## src/hdl/gcm_defs.svh

```systemverilog
// Constants for the global chip miscellaneous register bank
// Overview of operation
// - High-speed pad strength bits 6:4, reset 110
// - Low-speed pad strength bits 2:0, reset 010
// - Status bit 31 flags good frame
// - Status bit 30 flags response sent
// - Status bit 29 flags execution done
// - Matching tag frame clears done and errors
// - Bit 14 flags destination mismatch when checking
// - Bit 13 flags bad access-format word
// - Bit 12 flags bad access code
// - Bit 11 flags unknown command code
// - Bit 10 flags oversize frame, no response
// - Bits 6:0 locate the unknown command
// - Ten-bit pin function field, port order
// - Zero indicator, one general output; reset zero
// - General output drives level bit; reset zero
// - Level field uses same pin order
// - Destination check discards mismatching frames
`ifndef GCM_DEFS_SVH
`define GCM_DEFS_SVH

`define GCM_ADDR_PAD_DRIVE     16'h010D
`define GCM_ADDR_INBAND_STATUS 16'h0110
`define GCM_ADDR_PIN_FUNCTION  16'h0120
`define GCM_ADDR_OUT_LEVEL     16'h0124

`define GCM_PAD_HS_MSB   6
`define GCM_PAD_HS_LSB   4
`define GCM_PAD_RSV_HI   7
`define GCM_PAD_RSV_LO   3
`define GCM_PAD_LS_MSB   2
`define GCM_PAD_LS_LSB   0
`define GCM_PAD_HS_RST   3'h6
`define GCM_PAD_LS_RST   3'h2

`define GCM_ST_GOOD      31
`define GCM_ST_RESP_DONE 30
`define GCM_ST_EXEC_DONE 29
`define GCM_ST_DEST_ERR  14
`define GCM_ST_FMT_ERR   13
`define GCM_ST_CODE_ERR  12
`define GCM_ST_CMD_ERR   11
`define GCM_ST_SIZE_ERR  10
`define GCM_ST_LOC_MSB   6
`define GCM_ST_LOC_LSB   0

`define GCM_PINS_RST     10'h000

`endif

```

## src/hdl/gcm_pkg.sv

```systemverilog
// Types shared by the global chip miscellaneous register bank
package gcm_pkg;

    // Register port request from the management port decoder
    typedef struct packed {
        logic        rd;
        logic        wr;
        logic [15:0] addr;
        logic [31:0] wdata;
    } gcm_reg_req_t;

    // One-cycle event pulses from the in-band frame engine
    typedef struct packed {
        logic       tag_match;  // New frame with matching tag received
        logic       good_frame;
        logic       resp_sent;
        logic       exec_done;
        logic       dest_mismatch;
        logic       fmt_err;
        logic       code_err;
        logic       cmd_err;
        logic [6:0] cmd_err_loc;
        logic       oversize;
    } gcm_inband_evt_t;

    typedef struct packed {
        logic       good;
        logic       resp_done;
        logic       exec_done;
        logic       dest_err;
        logic       fmt_err;
        logic       code_err;
        logic       cmd_err;
        logic       size_err;
        logic [6:0] err_loc;
    } gcm_status_t;

    typedef struct packed {
        logic        pad_rsv_hi;
        logic [2:0]  pad_hs;
        logic        pad_rsv_lo;
        logic [2:0]  pad_ls;
        gcm_status_t st;
        logic [9:0]  pin_fn;
        logic [9:0]  pin_lvl;
        logic [9:0]  pins;
        logic        discard;
        logic        resp_block;
        logic [31:0] rdata;
        logic        rvalid;
    } gcm_state_t;

endpackage

```

## src/hdl/gcm_misc_regs.sv

```systemverilog
// Global chip miscellaneous register bank: pad strength, in-band status, indicator pin control
`timescale 1ns/1ps
`default_nettype none
`include "gcm_defs.svh"

module gcm_misc_regs #(
    parameter int PIN_COUNT = 10
) (
    input  wire logic                     clk_in,             // 200 MHz system clock
    input  wire logic                     arst_n_in,          // Asynchronous reset, active low
    input  wire gcm_pkg::gcm_reg_req_t    reg_req_in,         // Register read/write request
    output logic [31:0]                   reg_rdata_out,      // Read data, valid with rvalid
    output logic                          reg_rvalid_out,     // Read data valid pulse
    input  wire gcm_pkg::gcm_inband_evt_t inband_evt_in,      // In-band frame engine events
    input  wire logic                     inband_dest_check_enable_in, // Destination check enable
    output logic                          inband_discard_out, // Frame discard pulse
    output logic                          inband_resp_block_out, // Suppress response for this frame
    input  wire logic [PIN_COUNT-1:0]     indicator_act_in,   // Link/activity indicator levels
    output logic [PIN_COUNT-1:0]          indicator_pin_out,  // Indicator pin levels
    output logic [2:0]                    pad_hs_strength_out, // High-speed pad drive setting
    output logic [2:0]                    pad_ls_strength_out  // Low-speed pad drive setting
);
    import gcm_pkg::*;

    gcm_state_t s_q;
    gcm_state_t s_d;
    logic       dest_err_ev;
    logic       clr;

    always_comb begin
        s_d = s_q;
        s_d.rvalid = 1'b0;
        s_d.rdata = 32'h0000_0000;

        // Mismatch only counts while checking is on
        dest_err_ev = inband_dest_check_enable_in & inband_evt_in.dest_mismatch;
        clr = inband_evt_in.tag_match;
        s_d.discard = dest_err_ev;
        s_d.resp_block = inband_evt_in.oversize;

        // Clear first so that a same-cycle event still sets its flag
        if (clr) begin
            s_d.st.resp_done = 1'b0;
            s_d.st.exec_done = 1'b0;
            s_d.st.dest_err = 1'b0;
            s_d.st.fmt_err = 1'b0;
            s_d.st.code_err = 1'b0;
            s_d.st.cmd_err = 1'b0;
            s_d.st.size_err = 1'b0;
            s_d.st.err_loc = 7'h00;
        end
        if (inband_evt_in.good_frame) s_d.st.good = 1'b1;
        if (inband_evt_in.resp_sent) s_d.st.resp_done = 1'b1;
        if (inband_evt_in.exec_done) s_d.st.exec_done = 1'b1;
        if (dest_err_ev) s_d.st.dest_err = 1'b1;
        if (inband_evt_in.fmt_err) s_d.st.fmt_err = 1'b1;
        if (inband_evt_in.code_err) s_d.st.code_err = 1'b1;
        if (inband_evt_in.oversize) s_d.st.size_err = 1'b1;
        if (inband_evt_in.cmd_err) begin
            s_d.st.cmd_err = 1'b1;
            s_d.st.err_loc = inband_evt_in.cmd_err_loc;
        end

        // Register writes; status word takes none
        if (reg_req_in.wr) begin
            if (reg_req_in.addr == `GCM_ADDR_PAD_DRIVE) begin
                s_d.pad_rsv_hi = reg_req_in.wdata[`GCM_PAD_RSV_HI];
                s_d.pad_hs = reg_req_in.wdata[`GCM_PAD_HS_MSB:`GCM_PAD_HS_LSB];
                s_d.pad_rsv_lo = reg_req_in.wdata[`GCM_PAD_RSV_LO];
                s_d.pad_ls = reg_req_in.wdata[`GCM_PAD_LS_MSB:`GCM_PAD_LS_LSB];
            end else if (reg_req_in.addr == `GCM_ADDR_PIN_FUNCTION) begin
                s_d.pin_fn = reg_req_in.wdata[PIN_COUNT-1:0];
            end else if (reg_req_in.addr == `GCM_ADDR_OUT_LEVEL) begin
                s_d.pin_lvl = reg_req_in.wdata[PIN_COUNT-1:0];
            end
        end

        // Reads have no side effect; unmapped reads return zero
        if (reg_req_in.rd) begin
            s_d.rvalid = 1'b1;
            if (reg_req_in.addr == `GCM_ADDR_PAD_DRIVE) begin
                s_d.rdata[`GCM_PAD_RSV_HI] = s_q.pad_rsv_hi;
                s_d.rdata[`GCM_PAD_HS_MSB:`GCM_PAD_HS_LSB] = s_q.pad_hs;
                s_d.rdata[`GCM_PAD_RSV_LO] = s_q.pad_rsv_lo;
                s_d.rdata[`GCM_PAD_LS_MSB:`GCM_PAD_LS_LSB] = s_q.pad_ls;
            end else if (reg_req_in.addr == `GCM_ADDR_INBAND_STATUS) begin
                s_d.rdata[`GCM_ST_GOOD] = s_q.st.good;
                s_d.rdata[`GCM_ST_RESP_DONE] = s_q.st.resp_done;
                s_d.rdata[`GCM_ST_EXEC_DONE] = s_q.st.exec_done;
                s_d.rdata[`GCM_ST_DEST_ERR] = s_q.st.dest_err;
                s_d.rdata[`GCM_ST_FMT_ERR] = s_q.st.fmt_err;
                s_d.rdata[`GCM_ST_CODE_ERR] = s_q.st.code_err;
                s_d.rdata[`GCM_ST_CMD_ERR] = s_q.st.cmd_err;
                s_d.rdata[`GCM_ST_SIZE_ERR] = s_q.st.size_err;
                s_d.rdata[`GCM_ST_LOC_MSB:`GCM_ST_LOC_LSB] = s_q.st.err_loc;
            end else if (reg_req_in.addr == `GCM_ADDR_PIN_FUNCTION) begin
                s_d.rdata[PIN_COUNT-1:0] = s_q.pin_fn;
            end else if (reg_req_in.addr == `GCM_ADDR_OUT_LEVEL) begin
                s_d.rdata[PIN_COUNT-1:0] = s_q.pin_lvl;
            end
        end

        // Level bit only reaches the pin in general-output mode
        for (int i = 0; i < PIN_COUNT; i++) begin
            s_d.pins[i] = s_q.pin_fn[i] ? s_q.pin_lvl[i] : indicator_act_in[i];
        end
    end

    always_ff @(posedge clk_in or negedge arst_n_in) begin
        if (!arst_n_in) begin
            s_q <= '0;
            s_q.pad_hs <= `GCM_PAD_HS_RST;
            s_q.pad_ls <= `GCM_PAD_LS_RST;
            s_q.pin_fn <= `GCM_PINS_RST;
            s_q.pin_lvl <= `GCM_PINS_RST;
        end else begin
            s_q <= s_d;
        end
    end

    assign reg_rdata_out = s_q.rdata;
    assign reg_rvalid_out = s_q.rvalid;
    assign inband_discard_out = s_q.discard;
    assign inband_resp_block_out = s_q.resp_block;
    assign indicator_pin_out = s_q.pins;
    assign pad_hs_strength_out = s_q.pad_hs;
    assign pad_ls_strength_out = s_q.pad_ls;

endmodule // gcm_misc_regs
`default_nettype wire

```

## config.mk

```make
export PLATFORM = sky130hd
export DESIGN_NAME = gcm_misc_regs
export DESIGN_NICKNAME = d
export VERILOG_FILES = /design/src/hdl/gcm_pkg.sv /design/src/hdl/gcm_misc_regs.sv
export VERILOG_INCLUDE_DIRS = /design/src /design/src/hdl
export SDC_FILE = /design/constraint.sdc
export NUM_CORES = 1
export LEC_CHECK = 0
export BUFFER_PORTS_ARGS = -buffer_cell sky130_fd_sc_hd__buf_2
export CAP_MARGIN = 20
export CORE_UTILIZATION = 46
export CTS_BUF_LIST = sky130_fd_sc_hd__clkbuf_2 sky130_fd_sc_hd__clkbuf_4 sky130_fd_sc_hd__clkbuf_8
export CTS_CLUSTER_SIZE = 14
export DETAILED_ROUTE_END_ITERATION = 7
export PLACE_DENSITY_LB_ADDON = 0.05
export SLEW_MARGIN = 20
export SYNTH_ARGS = -nofsm -noshare
export SYNTH_HDL_FRONTEND = slang
export SYNTH_SLANG_ARGS = --single-unit
```

## constraint.sdc

```tcl
create_clock -name clk_in -period 0.9 [get_ports clk_in]
set_clock_uncertainty 0.1 [all_clocks]
set_input_delay 0.09 -clock clk_in [delete_from_list [all_inputs] [get_ports clk_in]]
set_output_delay 0.09 -clock clk_in [all_outputs]
set_load 0.03 [all_outputs]
```

---- Word-level counts from Yosys, hierarchy flattened ----
Index checks and enable logic that the tools add are counted.
operators by class
  eq/ne operators ......................... 4
  muxes and demuxes ....................... 30
  bitwise logic cells ..................... 3
  reductions and logical operators ........ 10
operator list
  kind                                            number
  == test 16 x 9 -> 1 bit, second input constant  4
  2-to-1 mux 7 bit                                3
  2-to-1 mux 10 bit                               2
  2-to-1 mux 1 bit                                17
  2-to-1 mux 16 bit                               1
  2-to-1 mux 14 bit                               1
  nonzero test 2 bit                              7
  2-to-1 mux 3 bit                                4
  2-to-1 mux 8 bit                                1
  2-to-1 mux 5 bit                                1
  AND reduction 4 bit                             1
  AND reduction 3 bit                             1
  NOT 1 bit                                       2
  AND reduction 2 bit                             1
  AND 1 bit                                       1
word-level totals
  register bits after elaboration ......... 74
  input bits .............................. 79
  output and inout bits ................... 51
  logic and storage cells ................. 67

---- Logic depth before layout (Yosys ltp) ----
  depth after elaboration ................. 6
  depth in mapped cells ................... 6
  gate-level depth less buffers ........... 4

---- Worst setup path after synthesis ----
OpenSTA, ideal clock, no wires.
  kind .................................... in2reg
  start point ............................. input reg_req_in[45] (netlist bit)
  end point ............................... register s_q[45] (netlist bit)
  library setup time ...................... 125 ps
  arrival time ............................ 1781 ps
  required time ........................... 675 ps
  slack ................................... -1106 ps
  stages .................................. 6
  path buffers ............................ 2
  cell sequence ........................... or4_1 > buf_2 > nor4_1 > and2_1 > buf_4 > mux2_2
between the ends
  cells in the longest elaborated chain, start to end .. 3
  elaborated cells on any way between the ends .. 6
  those cells by class .................... eq/ne (3); bitwise (2); reduce/logical (1)
ends and longest elaborated chain
  item                               line                 RTL
  start, declared                    gcm_misc_regs.sv:11  input wire gcm_pkg::gcm_reg_req_t reg_req_in,
  == test 16 x 9 -> 1 bit (no line)  --
  NOT 1 bit (no line)                --
  AND reduction 4 bit (no line) *    --
  end, declared                      gcm_misc_regs.sv:25  gcm_state_t s_q;
Every way passes the cells marked *; elsewhere a longest branch is shown, timed or not.
A chain may end at the register's enable or synchronous reset.

---- Worst setup path after layout ----
  start point ............................. input reg_req_in[42] (netlist bit)
  end point ............................... register s_q[49] (netlist bit)
The elaborated chain is that of the path after synthesis.

==> impl_results.md <==
- CP Max Fanout: 5
- Clock Latency Late Sink: 0.35 ns
- Area growth syn-to-layout: 62.7%
- Final setup margin: -0.739 ns
- Vias per cell: 4.91
- GPL Wtd Cong: roughly 0.75
- RSZ-0062 raised after global routing: true
- DP HPWL: 5.35 mm
- Most frequent cells in the layout: dfrtp_1 (71), buf_6 (63), buf_2 (50)
- Drt drc: 0
- Hold Path Class: in -> reg
- TritonCTS clock tree: yes
- Synth cell types: 33
- Final Cycle Share: 1.82
- # H-tree levels: 3
- Die area: 7610 µm²
- Die height: 87.2 µm
- Adder-Cell Fraction of Synth Area: 0
- Achievable frequency: roughly 0.61 GHz
- Final Cell Area: 5440 µm²
- Worst-path clk slew: about 0.080 ns
- CTS Hold Bufs: 38
- Pwr/cell area: around 1300 nW/µm²
- CP Capture Type: flip-flop
- Fin crit period: 1.64 ns
- Most common cell after layout, fill and taps aside: dfrtp_1
- Critical path buffer and inverter count: 2
- Largest net degree at the start of global routing: 30
- DP Area: 4190 µm²
- I/O pins: 130
- Post-synthesis mux area share: 0.128
- Mapped Cells: approximately 270
- Netlist Area Pre-Place: ~3300 µm²
- Clock Tree Buf Depth: 2
- WL/cell: between 15 and 20 µm
- Share of layout cells above drive strength 1: 0.559
- Num rows: 30
- Pre-antenna DRT Iters: 5
- CP peak stage delay: 0.58 ns
- Num CTS Buffers: 9
- Hold WS: -0.0260 ns
- Max-slew violation count: 0
- Final Util: 0.787
- Simple-gate share of the synthesized area: 0.135
- Max Cap Viol: 0
- Antenna diode count: 0
- Synth warnings: 0
- Largest delay contributor family on the critical path: simple AND/OR/NAND/NOR gates
- Gr ovfl total: 0
- Register area share after synthesis: 0.555
- Worst path required time: between 1 and 1.5 ns
- First-pass GRT wire length: 13.3 mm
- Root Buffer: clkbuf_8
- Compound-Gate Fraction of Synth Area: 0.0596
- Initial antenna violation count: 0
- Chip width: just under 90 µm
- Core Region: approximately 7000 µm²
- Nets: 525
- Worst setup SP type: primary input
- GRT Util Overall: 0.237
- Clk sinks: 74
- PortBufs: 93
- Via count: ~2700
- Crit path kind: in -> reg
- Status: finished with violations
- Post-Synth XOR/XNOR Area: 0
- Fin. Hold Viols: 4
- Vias in the first global route: 2650
- Initial cell density of the core: 0.484
- Flops & latches, synth: 74
- Drt total wl: 8.65 mm
- Setup TNS Final: -34.37 ns
- First-iteration detailed-routing DRC count: 150
- Avg Cell Area, Syn: 12.3 µm²
- Crit-path cells: buf_6 -> or4b_4 -> nor4_4 -> and2_4 -> buf_12 -> mux2_4
- Violated checks: negative hold slack, negative setup slack
- Largest family of logic cells by synthesized area: simple AND/OR/NAND/NOR gates
- CP arrival: 1.78 ns
- Worst IR Drop VDD: 1300 µV
- Final setup vio count: 93
- Leak pwr: 2.66 nW
- Worst path slowest cell: or4b_4
- Routed Antenna Nets: 0
## stage by stage
| stage | std cells | hold slack (ns) | total power, mW | worst slack, ns |
|---|---|---|---|---|
| detailed placement | 477 | -0.154 | 4.17 | -1.16 |
| global route | 547 | -0.0233 | 7.26 | -0.738 |
| global placement | 477 | -0.156 | 4.16 | -1.13 |
| floorplan | 284 | -0.306 | 3.83 | -0.997 |
| CTS | 545 | -0.0430 | 7.04 | -0.685 |
| finish | 547 | -0.0260 | 6.98 | -0.739 |
## final timing paths
path	startpoint	end	slack (ns)	cells after the start
max	reg_req_in[42]	s_q[49]$_DFFE_PN0P_	-0.74	6
min	inband_evt_in[15]	s_q[66]$_DFFE_PN0P_	-0.03	3
max reg2reg	pad_hs_strength_out[2]$_DFFE_PN1P_	reg_rdata_out[6]$_DFF_PN0_	-0.24	3
min reg2reg	s_q[79]$_DFFE_PN0P_	s_q[79]$_DFFE_PN0P_	0.36	1
max in group asynchronous	arst_n_in	pad_hs_strength_out[1]$_DFFE_PN1P_	0.21	3
min in group asynchronous	arst_n_in	s_q[47]$_DFFE_PN0P_	0.02	2
## cell families after synthesis
logic type,Yosys count
mux,38
flops,74
buf+inv,58
simple gates,73
other cells,1
compound gates,27
## area by class of cell
cell class	instances	area, µm²
Clock buffer	10	138
Clock inverter	6	65.1
Fill cell	445	1470
Inverter	2	7.51
Multi-Input combinational cell	153	1400
Sequential cell	74	1860
Tap cell	96	120
Timing Repair Buffer	206	1850
## repair_timing
action | CTS | global route
pin swaps | 20 | 7
buffers inserted | 12 | 4
endpoints found under the hold margin | 130 | 3
gates cloned | 2 | 0
setup endpoints to repair | 93 | 102
gates resized for setup | 122 | 15
## worst min-delay path, stage by stage
cell and delay [ns]:
buf_2 0.09, buf_4 0.14, o21ai_1 0.07
## power by group
part	switching [mW]	leakage, nW	internal (mW)
clock	1.27	0.103	1.36
sequential	0.0381	0.959	3.40
combinational	0.445	1.60	0.472
## state kept, by name, summed over array words and instances (netlist names)
signal and cells:
inband_discard_out 1, inband_resp_block_out 1, indicator_pin_out 10, pad_hs_strength_out 3, pad_ls_strength_out 3, reg_rdata_out 18
reg_rvalid_out 1, s_q 37
## Yosys cell counts
cell       number  share of area
a21oi_1         2         0.0030
buf_1           2         0.0022
nand4_1         1         0.0019
nand3_1         2         0.0030
nand2_1         8         0.0090
nand2b_1        8          0.015
o2bb2ai_1       1         0.0026
or4_1           2         0.0045
a22oi_1         3         0.0067
clkbuf_1        3         0.0034
nand2_4         1         0.0034
nor4b_1         1         0.0026
buf_4          49           0.11
nor2_1          2         0.0022
nor4_4          1         0.0064
or2_2           2         0.0037
nor4_2          1         0.0037
a21o_1          7          0.016
nor3_1         18          0.027
nand3b_1        1         0.0022
and2_1         10          0.019
conb_1          1         0.0011
nor4_1         11          0.021
or4b_1          2         0.0060
inv_1           2         0.0022
dfrtp_1        71           0.53
o21ai_0         7          0.010
and3_1          1         0.0019
a222oi_1        7          0.021
or4b_2          1         0.0030
dfstp_2         3          0.024
buf_2           2         0.0030
mux2_2         38           0.13
## routing by layer
metal / vias up / wire length, µm / track usage
met2: 101 / 4390 / 0.388
met1: 1314 / 3740 / 0.308
li1: 1261 / - / -
met5: - / 0 / 0
met3: 11 / 453 / 0.0569
met4: 0 / 72 / 0.0849
(Power assumes the default switching activity.)
